File: src/clkgen_pkg.sv
/*
 * Constants for the clock generator control block: register addresses, field
 * positions, reset values, reference choices and timing counts.
 * Assumes a 100 MHz core clock and an 8-bit register port with 16-bit addresses.
 */
package clkgen_pkg;

    // ------------------------------------------------------------------
    // Register map
    // ------------------------------------------------------------------
    localparam logic [15:0] ADDR_POWER_STATE = 16'ha031;
    localparam logic [15:0] ADDR_PLL_CFG = 16'ha034;
    localparam logic [15:0] ADDR_PLL_STATUS = 16'ha035;

    // ------------------------------------------------------------------
    // Field positions and reset values
    // ------------------------------------------------------------------
    localparam int POWER_ON_BIT = 4;
    localparam int OUT12_EN_BIT = 6;
    localparam int OUT48_EN_BIT = 7;
    localparam int LOCK_BIT = 0;
    localparam logic [7:0] PLL_CFG_RESET = 8'hc0;
    localparam logic [7:0] POWER_STATE_RESET = 8'h10;

    // ------------------------------------------------------------------
    // Reference choices decoded from the select field
    // ------------------------------------------------------------------
    typedef enum logic [2:0] {
        REF_NONE,
        REF_26M,
        REF_32K,
        REF_12M,
        REF_13M,
        REF_19M2
    } pll_ref_t;

    // ------------------------------------------------------------------
    // Timing
    // ------------------------------------------------------------------
    localparam int CORE_CLK_KHZ = 100000;
    localparam int POWER_OFF_DELAY_NS = 200;
    localparam int POWER_OFF_DELAY_CYC =
        (POWER_OFF_DELAY_NS * CORE_CLK_KHZ / 1000000 < 1) ? 1 :
        POWER_OFF_DELAY_NS * CORE_CLK_KHZ / 1000000;
    localparam int LOCK_TIME_US = 20;
    localparam int LOCK_CYC = LOCK_TIME_US * CORE_CLK_KHZ / 1000;
    localparam int MASTER_DIV = 6;
    localparam int LOW_DIV_8K = 4;
    localparam int LOW_DIV_1K = 32;

endpackage

File: src/clkgen_divider.sv
/*
 * Integer clock divider driven by rising edges of a slow input level.
 * Assumes the source level has already been synchronised into the core domain.
 */
module clkgen_divider #(
    parameter int DIV = 4
) (
    // Clock and reset.
    input wire logic core_clk_i,
    input wire logic nrst_i,
    // Source edges.
    input wire logic edge_i,
    // Divided square wave.
    output logic div_o
);
    localparam int CW = (DIV > 2) ? $clog2(DIV) : 1;
    logic [CW-1:0] cnt_r;
    logic [CW-1:0] cnt_nxt;
    logic div_nxt;

    initial begin
        if (DIV < 2 || DIV % 2 != 0) begin
            $error("Divider ratio must be even and at least two.");
        end
    end

    // ------------------------------------------------------------------
    // Half-period counter
    // ------------------------------------------------------------------
    // Toggle every DIV/2 source edges so the output keeps a 50 percent duty.
    always_comb begin
        cnt_nxt = cnt_r;
        div_nxt = div_o;
        if (edge_i) begin
            if (cnt_r == CW'(DIV / 2 - 1)) begin
                cnt_nxt = '0;
                div_nxt = ~div_o;
            end else begin
                cnt_nxt = cnt_r + 1'b1;
            end
        end
    end

    always_ff @(posedge core_clk_i) begin
        if (!nrst_i) begin
            cnt_r <= '0;
            div_o <= 1'b0;
        end else begin
            cnt_r <= cnt_nxt;
            div_o <= div_nxt;
        end
    end

endmodule

File: src/clkgen_ctrl.sv
/*
 * Clock generator control: PLL select and output enables, generator power
 * state with delayed power-off, and the fixed-rate internal clocks.
 * Assumes a 100 MHz core clock, a byte-wide register port with one-cycle
 * strobes, and an asynchronous 32.768 kHz oscillator level on a pin.
 */
module clkgen_ctrl
    import clkgen_pkg::*;
#(
    parameter int LOCK_CYCLES = LOCK_CYC
) (
    // Clock and reset.
    input wire logic core_clk_i,
    input wire logic nrst_i,
    // Register port.
    input wire logic [15:0] reg_addr_i,
    input wire logic reg_wr_i,
    input wire logic reg_rd_i,
    input wire logic [7:0] reg_wdata_i,
    output logic [7:0] reg_rdata_o,
    // System events and source clocks.
    input wire logic cpu_irq_pending_i,
    input wire logic crystal_input_i,
    // Generator and PLL control.
    output logic generator_power_o,
    output logic pll_power_o,
    output logic [2:0] pll_ref_o,
    output logic main_pll_locked_o,
    output logic out12_en_o,
    output logic out48_en_o,
    // Internal clock enables and clocks.
    output logic master_logic_clock_o,
    output logic audio_pll_clock_en_o,
    output logic low_speed_clock_o,
    output logic eight_khz_tick_o,
    output logic one_khz_tick_o
);
    import clkgen_pkg::*;

    initial begin
        if (LOCK_CYCLES < 1) begin
            $error("Lock time must be at least one cycle.");
        end
    end

    // ------------------------------------------------------------------
    // Decoding
    // ------------------------------------------------------------------
    function automatic pll_ref_t decode_ref(input logic [2:0] sel);
        case (sel)
            3'h1, 3'h3: decode_ref = REF_26M;
            3'h2: decode_ref = REF_32K;
            3'h5: decode_ref = REF_12M;
            3'h6: decode_ref = REF_13M;
            3'h7: decode_ref = REF_19M2;
            default: decode_ref = REF_NONE;
        endcase
    endfunction

    typedef enum logic [1:0] {
        PWR_ON,
        PWR_DRAIN,
        PWR_OFF
    } pwr_state_t;

    // ------------------------------------------------------------------
    // Registers and state
    // ------------------------------------------------------------------
    logic [7:0] pll_cfg_r;
    logic [7:0] pll_cfg_nxt;
    logic power_bit_r;
    logic power_bit_nxt;
    pwr_state_t pwr_r;
    pwr_state_t pwr_nxt;
    logic [7:0] drain_r;
    logic [7:0] drain_nxt;
    logic [31:0] lock_cnt_r;
    logic [31:0] lock_cnt_nxt;
    logic locked_r;
    logic locked_nxt;
    logic [7:0] rdata_nxt;
    logic xtal_s1_r;
    logic xtal_s2_r;
    logic xtal_d_r;
    logic xtal_edge;
    logic [2:0] mdiv_r;
    logic [2:0] mdiv_nxt;
    logic mclk_nxt;
    logic div8k;
    logic div1k;
    logic div8k_d_r;
    logic div1k_d_r;
    pll_ref_t ref_sel;

    // Synchronise the crystal level; only the second and third stages are examined.
    always_ff @(posedge core_clk_i) begin
        if (!nrst_i) begin
            xtal_s1_r <= 1'b0;
            xtal_s2_r <= 1'b0;
            xtal_d_r <= 1'b0;
        end else begin
            xtal_s1_r <= crystal_input_i;
            xtal_s2_r <= xtal_s1_r;
            xtal_d_r <= xtal_s2_r;
        end
    end

    assign xtal_edge = xtal_s2_r & ~xtal_d_r;
    assign ref_sel = decode_ref(pll_cfg_r[2:0]);

    // ------------------------------------------------------------------
    // Register writes and power state
    // ------------------------------------------------------------------
    // The interrupt set wins over a simultaneous write-one clear, so a
    // wake request can never be lost in the clearing cycle.
    always_comb begin
        pll_cfg_nxt = pll_cfg_r;
        power_bit_nxt = power_bit_r;
        if (reg_wr_i && reg_addr_i == ADDR_PLL_CFG) begin
            pll_cfg_nxt = reg_wdata_i;
        end
        if (reg_wr_i && reg_addr_i == ADDR_POWER_STATE && reg_wdata_i[POWER_ON_BIT]) begin
            power_bit_nxt = 1'b0;
        end
        if (cpu_irq_pending_i) begin
            power_bit_nxt = 1'b1;
        end
    end

    // Power is dropped only after the drain delay so the access finishes.
    always_comb begin
        pwr_nxt = pwr_r;
        drain_nxt = drain_r;
        case (pwr_r)
            PWR_ON: begin
                if (!power_bit_r) begin
                    pwr_nxt = PWR_DRAIN;
                    drain_nxt = 8'(POWER_OFF_DELAY_CYC - 1);
                end
            end
            PWR_DRAIN: begin
                if (power_bit_r) begin
                    pwr_nxt = PWR_ON;
                end else if (drain_r == 8'h00) begin
                    pwr_nxt = PWR_OFF;
                end else begin
                    drain_nxt = drain_r - 8'h01;
                end
            end
            PWR_OFF: begin
                if (power_bit_r) begin
                    pwr_nxt = PWR_ON;
                end
            end
            default: pwr_nxt = PWR_ON;
        endcase
    end

    always_ff @(posedge core_clk_i) begin
        if (!nrst_i) begin
            pll_cfg_r <= PLL_CFG_RESET;
            power_bit_r <= POWER_STATE_RESET[POWER_ON_BIT];
            pwr_r <= PWR_ON;
            drain_r <= 8'h00;
        end else begin
            pll_cfg_r <= pll_cfg_nxt;
            power_bit_r <= power_bit_nxt;
            pwr_r <= pwr_nxt;
            drain_r <= drain_nxt;
        end
    end

    // ------------------------------------------------------------------
    // PLL lock model
    // ------------------------------------------------------------------
    // Lock is declared a fixed time after the PLL is powered with a stable
    // reference; any reference change or power loss restarts the count.
    always_comb begin
        lock_cnt_nxt = lock_cnt_r;
        locked_nxt = locked_r;
        if (ref_sel == REF_NONE || pwr_r == PWR_OFF ||
            (reg_wr_i && reg_addr_i == ADDR_PLL_CFG &&
             reg_wdata_i[2:0] != pll_cfg_r[2:0])) begin
            lock_cnt_nxt = '0;
            locked_nxt = 1'b0;
        end else if (lock_cnt_r == 32'(LOCK_CYCLES - 1)) begin
            locked_nxt = 1'b1;
        end else begin
            lock_cnt_nxt = lock_cnt_r + 32'h0000_0001;
        end
    end

    always_ff @(posedge core_clk_i) begin
        if (!nrst_i) begin
            lock_cnt_r <= '0;
            locked_r <= 1'b0;
        end else begin
            lock_cnt_r <= lock_cnt_nxt;
            locked_r <= locked_nxt;
        end
    end

    // ------------------------------------------------------------------
    // Read data
    // ------------------------------------------------------------------
    // Unmapped addresses read as zero.
    always_comb begin
        rdata_nxt = 8'h00;
        if (reg_rd_i) begin
            case (reg_addr_i)
                ADDR_PLL_CFG: rdata_nxt = pll_cfg_r;
                ADDR_POWER_STATE: rdata_nxt[POWER_ON_BIT] = power_bit_r;
                ADDR_PLL_STATUS: rdata_nxt[LOCK_BIT] = locked_r;
                default: rdata_nxt = 8'h00;
            endcase
        end
    end

    // ------------------------------------------------------------------
    // Internal clocks
    // ------------------------------------------------------------------
    // Master clock near 8 MHz from the core clock; it stops when unpowered.
    always_comb begin
        mdiv_nxt = mdiv_r;
        mclk_nxt = master_logic_clock_o;
        if (pwr_r == PWR_OFF) begin
            mdiv_nxt = 3'h0;
            mclk_nxt = 1'b0;
        end else if (mdiv_r == 3'(MASTER_DIV - 1)) begin
            mdiv_nxt = 3'h0;
            mclk_nxt = ~master_logic_clock_o;
        end else begin
            mdiv_nxt = mdiv_r + 3'h1;
        end
    end

    // Low rates are plain divisions of the oscillator, so they stay in phase.
    clkgen_divider #(.DIV(LOW_DIV_8K)) u_div8k (
        .core_clk_i(core_clk_i),
        .nrst_i(nrst_i),
        .edge_i(xtal_edge),
        .div_o(div8k)
    );

    clkgen_divider #(.DIV(LOW_DIV_1K)) u_div1k (
        .core_clk_i(core_clk_i),
        .nrst_i(nrst_i),
        .edge_i(xtal_edge),
        .div_o(div1k)
    );

    // Register every output so each one leaves a flip-flop.
    always_ff @(posedge core_clk_i) begin
        if (!nrst_i) begin
            mdiv_r <= 3'h0;
            master_logic_clock_o <= 1'b0;
            reg_rdata_o <= 8'h00;
            generator_power_o <= 1'b1;
            pll_power_o <= 1'b0;
            pll_ref_o <= 3'h0;
            main_pll_locked_o <= 1'b0;
            out12_en_o <= 1'b0;
            out48_en_o <= 1'b0;
            audio_pll_clock_en_o <= 1'b0;
            low_speed_clock_o <= 1'b0;
            eight_khz_tick_o <= 1'b0;
            one_khz_tick_o <= 1'b0;
            div8k_d_r <= 1'b0;
            div1k_d_r <= 1'b0;
        end else begin
            mdiv_r <= mdiv_nxt;
            master_logic_clock_o <= mclk_nxt;
            reg_rdata_o <= rdata_nxt;
            generator_power_o <= (pwr_nxt != PWR_OFF);
            pll_power_o <= (ref_sel != REF_NONE);
            pll_ref_o <= pll_cfg_r[2:0];
            main_pll_locked_o <= locked_r;
            out12_en_o <= pll_cfg_r[OUT12_EN_BIT] & locked_r;
            out48_en_o <= pll_cfg_r[OUT48_EN_BIT] & locked_r;
            audio_pll_clock_en_o <= locked_r;
            low_speed_clock_o <= xtal_s2_r;
            div8k_d_r <= div8k;
            div1k_d_r <= div1k;
            eight_khz_tick_o <= div8k & ~div8k_d_r;
            one_khz_tick_o <= div1k & ~div1k_d_r;
        end
    end

    // ------------------------------------------------------------------
    // Checks
    // ------------------------------------------------------------------
    a_irq_sets_power: assert property (@(posedge core_clk_i) disable iff (!nrst_i)
        cpu_irq_pending_i |=> power_bit_r)
        else $error("Pending interrupt did not set the power bit.");
    a_write_clears_power: assert property (@(posedge core_clk_i) disable iff (!nrst_i)
        reg_wr_i && reg_addr_i == ADDR_POWER_STATE && reg_wdata_i[POWER_ON_BIT]
        && !cpu_irq_pending_i |=> !power_bit_r)
        else $error("Write of one did not clear the power bit.");
    // Eight cycles is well inside the drain time but catches a missing delay.
    a_drain_before_off: assert property (@(posedge core_clk_i) disable iff (!nrst_i)
        $fell(power_bit_r) |-> generator_power_o [*8])
        else $error("Power removed without drain delay.");
    a_power_follows_bit: assert property (@(posedge core_clk_i) disable iff (!nrst_i)
        power_bit_r |=> ##1 generator_power_o)
        else $error("Generator unpowered while power bit set.");
    a_pll_off_codes: assert property (@(posedge core_clk_i) disable iff (!nrst_i)
        (pll_cfg_r[1:0] == 2'b00) |=> !pll_power_o)
        else $error("PLL powered for an off code.");
    a_lock_status_read: assert property (@(posedge core_clk_i) disable iff (!nrst_i)
        reg_rd_i && reg_addr_i == ADDR_PLL_STATUS |=> reg_rdata_o[LOCK_BIT] == $past(locked_r))
        else $error("Lock status read mismatch.");
    a_out_enable_bits: assert property (@(posedge core_clk_i) disable iff (!nrst_i)
        !pll_cfg_r[OUT48_EN_BIT] |=> !out48_en_o)
        else $error("48 MHz output enabled while disabled in config.");
    a_off_no_lock: assert property (@(posedge core_clk_i) disable iff (!nrst_i)
        ref_sel == REF_NONE |=> !locked_r)
        else $error("Lock reported with PLL off.");
    a_master_stops: assert property (@(posedge core_clk_i) disable iff (!nrst_i)
        pwr_r == PWR_OFF |=> !master_logic_clock_o)
        else $error("Master clock runs while unpowered.");

    c_power_down: cover property (@(posedge core_clk_i) disable iff (!nrst_i)
        $fell(generator_power_o));
    c_wake: cover property (@(posedge core_clk_i) disable iff (!nrst_i)
        $rose(generator_power_o));
    c_lock: cover property (@(posedge core_clk_i) disable iff (!nrst_i)
        $rose(main_pll_locked_o));
    c_tick_1k: cover property (@(posedge core_clk_i) disable iff (!nrst_i)
        one_khz_tick_o);

endmodule

File: config.mk
export PLATFORM = sky130hd
export DESIGN_NAME = clkgen_ctrl
export DESIGN_NICKNAME = d
export VERILOG_FILES = /design/src/clkgen_pkg.sv /design/src/clkgen_divider.sv /design/src/clkgen_ctrl.sv
export SDC_FILE = /design/constraint.sdc
export NUM_CORES = 1
export LEC_CHECK = 0
export BUFFER_PORTS_ARGS = -buffer_cell sky130_fd_sc_hd__buf_2
export CAP_MARGIN = 5
export CORE_MARGIN = 1.5
export CORE_UTILIZATION = 61
export CTS_CLUSTER_SIZE = 12
export DETAILED_ROUTE_END_ITERATION = 16
export PLACE_DENSITY = 0.84
export SYNTH_ARGS = -nofsm -noshare
export SYNTH_HDL_FRONTEND = slang
export SYNTH_HIERARCHICAL = 1
export SYNTH_SLANG_ARGS = --single-unit
File: constraint.sdc
create_clock -name core_clk_i -period 4.3 [get_ports core_clk_i]
set_input_delay 0.645 -clock core_clk_i [delete_from_list [all_inputs] [get_ports core_clk_i]]
set_output_delay 0.645 -clock core_clk_i [all_outputs]
set_load 0.005 [all_outputs]
==> key figures <==
Global route
  – M1 GR Usage: about 30%
  – Initial antenna violation count: 0
  – Pin count of the biggest net entering global routing: 40
  – GR Overflow Total: 0
  – Top Usage Layer GRT: met2
  – Total GRT Usage: 24.74%
  – Vias in the first global route: 2849
  – Met3 GRT Util: around 5%
  – First-pass GRT wire length: between 10 and 15 mm
  – Met2 Use GR: 41.74%

Logic synthesis
  – Synth top area share: between 40% and 50%
  – Top area cells in the synthesized netlist: dfxtp_1 47%, a21oi_1 3.9%, and2_1 3.5%, o21ai_0 3.5%, nand4_1 3.3%
  – Syn Nets: roughly 450
  – Synth Register Bits: 88
  – Syn Area/Cell: about 9.1 µm²
  – Post-Syn Instances: 413
  – EDFF count, synth: 0
  – Synth cell types: 45
  – Ys async rst share: 0%
  – Mapped cell area: approximately 3800 µm²
  – Top FF cell, synth: dfxtp_1
  – Seq/Total Area, Yosys: between 40% and 50%
  – Synth area leader: dfxtp_1
  – Ys Warns: 6

Clock network
  – Num CTS Buffers: 9
  – H-tree levels: 3
  – Root Buffer Master: clkbuf_8
  – CTS clk-pin slew, worst paths: approximately 0.09 ns
  – Worst-Skew Late Latency: roughly 0.36 ns
  – Post-CTS Hold Buffers: 0
  – Setup bufs post-CTS: 0
  – Clock Tree Buf Depth: 2
  – TritonCTS clock tree: built
  – CTS-repair resized insts: 0
  – Clock sink count: 88

Hold path
  – Hold endpoint: one_khz_tick_o
  – Min-delay src: div1k_d_r
  – Hold Crit Class: reg -> reg
  – Hold Crit Depth: 1

Cells and area
  – Layout fillers: about 470
  – Register area: between 1500 and 2000 µm²
  – Final nets: slightly below 500
  – Syn-to-layout area delta: 12.82%
  – Final Non-Filler Cells: 531
  – Number of diodes: 0
  – Most common cell after layout, fill and taps aside: dfxtp_1
  – Area of the multi-input gates: about 1900 µm²
  – Leading cell types in the layout, fill and taps excluded: 88 x dfxtp_1, 50 x buf_2, 29 x a21oi_1
  – Share of cells above drive strength 1: roughly 16%

Die
  – Die ar.: around 6600 µm²
  – Die height: 81.50 µm
  – Initial Util: a little under two thirds
  – Top Ports: 51
  – Die W: about 81 µm
  – Core Area: between 5000 and 6000 µm²
  – # rows: 28

Timing
  – Min cycle time layout: 2.558 ns
  – Max-slew headroom: 52.85%
  – Final setup viols: 0
  – Final setup skew: between 0.007 and 0.008 ns
  – Period Utilization, post-route: around 60%
  – Slew Viols, Final: 0
  – RSZ-0062 raised after global routing: false
  – Max Fclk: between 300 and 400 MHz
  – Setup TNS: 0 ns
  – Worst slew pin tran: between 0.7 and 0.8 ns
  – Fin. Hold Viols: 0

Power and ir drop
  – Combinational Power Share: approximately 2.9%
  – Maximum vdd drop: around 0.00025 V
  – Switching Share: 21.59%
  – PwrDens: approximately 350 nW/µm²
  – Internal power: 1.168 mW
  – Flop pwr share: roughly 55%
  – P_sw: 0.3215 mW
  – Clock network fraction of total power: a little over two fifths
  – Leakage: roughly 1.6 nW

Drt
  – Via count: roughly 3200
  – Total detailed-routing wirelength: around 7.7 mm
  – Routed WL per cell: 14.42 µm
  – Initial DRT Pass Iterations: 4
  – DR vias/cell: ~6
  – Post-DRT Antenna Nets: 0
  – Iter 0 DRT Violations: approximately 170
  – DRC: 0

Worst setup path
  – Register-to-Register Path Depth: 4
  – Worst r2r src: lock_cnt_r[6]
  – R2r setup slk: 1.88 ns
  – R2R Path End: lock_cnt_r[21]
  – Critical-path top delay cell: o31ai_4
  – Worst endpoint data arrival time: between 2 and 3 ns
  – Max stage delay on crit path: 0.67 ns
  – Critical path startpoint category: input port
  – Critical path type: in -> reg
  – Crit path max fanout: 19
  – CP Cell Sequence: buf_2 -> nor4_1 -> nand4_1 -> o31ai_4 -> buf_4 -> nor2_1
  – Required time of the worst setup path: around 4.5 ns
  – Nature of the critical path endpoint: flop

Placement
  – I/O Buffers: 50
  – DP Cell Count: slightly above 500
  – HPWL Detailed: 5.356 mm
  – GPL Wtd Cong: approximately 0.80

Outcome
  – Status: completed

Run
  – Max Cap Violations: 0
==> how the worst max path moves through the flow <==
stage	startpoint	endpoint	slack [ns]	depth (start not counted)
6_report	reg_addr_i[7]	lock_cnt_r[8]	1.74	6
5_1_grt	reg_addr_i[12]	lock_cnt_r[9]	1.42	6
4_1_cts	reg_addr_i[12]	lock_cnt_r[6]	1.73	6
3_5_place_dp	reg_addr_i[7]	lock_cnt_r[9]	1.43	6
3_3_place_gp	reg_addr_i[1]	lock_cnt_r[10]	1.47	6
2_1_floorplan	reg_wr_i	lock_cnt_r[10]	2.20	6
==> cell type report <==
type	instances	area share [%]
Sequential cell	88	41.55
Multi-Input combinational cell	296	44.53
Tap cell	75	2.213
Inverter	6	0.5311
Clock inverter	6	2.184
Timing Repair Buffer	51	6.078
Clock buffer	9	2.921
==> worst max-delay path: cells and delay by family <==
| family | cells | cell delay (ns) |
|---|---|---|
| buf+inv | 2 | 0.44 |
| compound gates | 1 | 0.67 |
| simple gates | 3 | 1.03 |
==> power by group through the flow <==
stage	Clock [mW]	Combinational (mW)	Sequential, mW
detailed placement	0	0.0429	0.842
global placement	0	0.0421	0.841
global route	0.669	0.0489	0.824
floorplan	0	0.0228	0.841
finish	0.623	0.0436	0.823
CTS	0.629	0.0437	0.823
==> state kept, by name, indices dropped and copies added, names as in the netlist, 2 cells and up <==
| register | cells |
|---|---|
| drain_r | 8 |
| lock_cnt_r | 32 |
| mdiv_r | 3 |
| pll_cfg_r | 8 |
| pll_ref_o | 3 |
| pwr_r | 2 |
| reg_rdata_o | 8 |
| u_div1k/cnt_r | 5 |
| u_div8k/cnt_r | 2 |
==> per-layer routing <==
metal  up-vias  share of wire (%)  wire, µm
met1      1479                 43      3304
li1       1591                  -         -
met5         -                  0         0
met4         0                1.7       129
met2        96                 49      3773
met3        16                5.9       451
==> synth_stat cells (all sizes together), types with 7 or more instances <==
cell and n:
o21ai 26, a21oi 29, nor3 8, xor2 14
or3 11, nand3 15, or4 16, a21boi 9
and2 21, dfxtp 88, and4 8, nor4 7
nand2 19, o31ai 15, nor2 25, nand4 22
clkbuf 19
==> kinds of logic after synthesis <==
kind of cell | count (synthesis) | synth area share, %
simple gates | 181 | 28.90
compound gates | 87 | 13.72
fa+ha+maj | 6 | 1.997
mux | 4 | 1.065
flops | 88 | 46.87
buf+inv | 29 | 3.262
xor+xnor | 18 | 4.194
==> per-stage QoR <==
stage          setup slack, ns  cell area, µm²  utilization (%)  hold WS (ns)  power [mW]
3_5_place_dp             1.434            4024            67.96        0.3838      0.8850
5_1_grt                  1.420            4240            71.62        0.4128       1.541
2_1_floorplan            2.195            3759                -        0.3674      0.8641
3_3_place_gp             1.473            4024            67.96        0.3714      0.8836
4_1_cts                  1.732            4240            71.62        0.3964       1.495
6_report                 1.742            4240            71.62        0.3917       1.489
(Power assumes the default switching activity.)
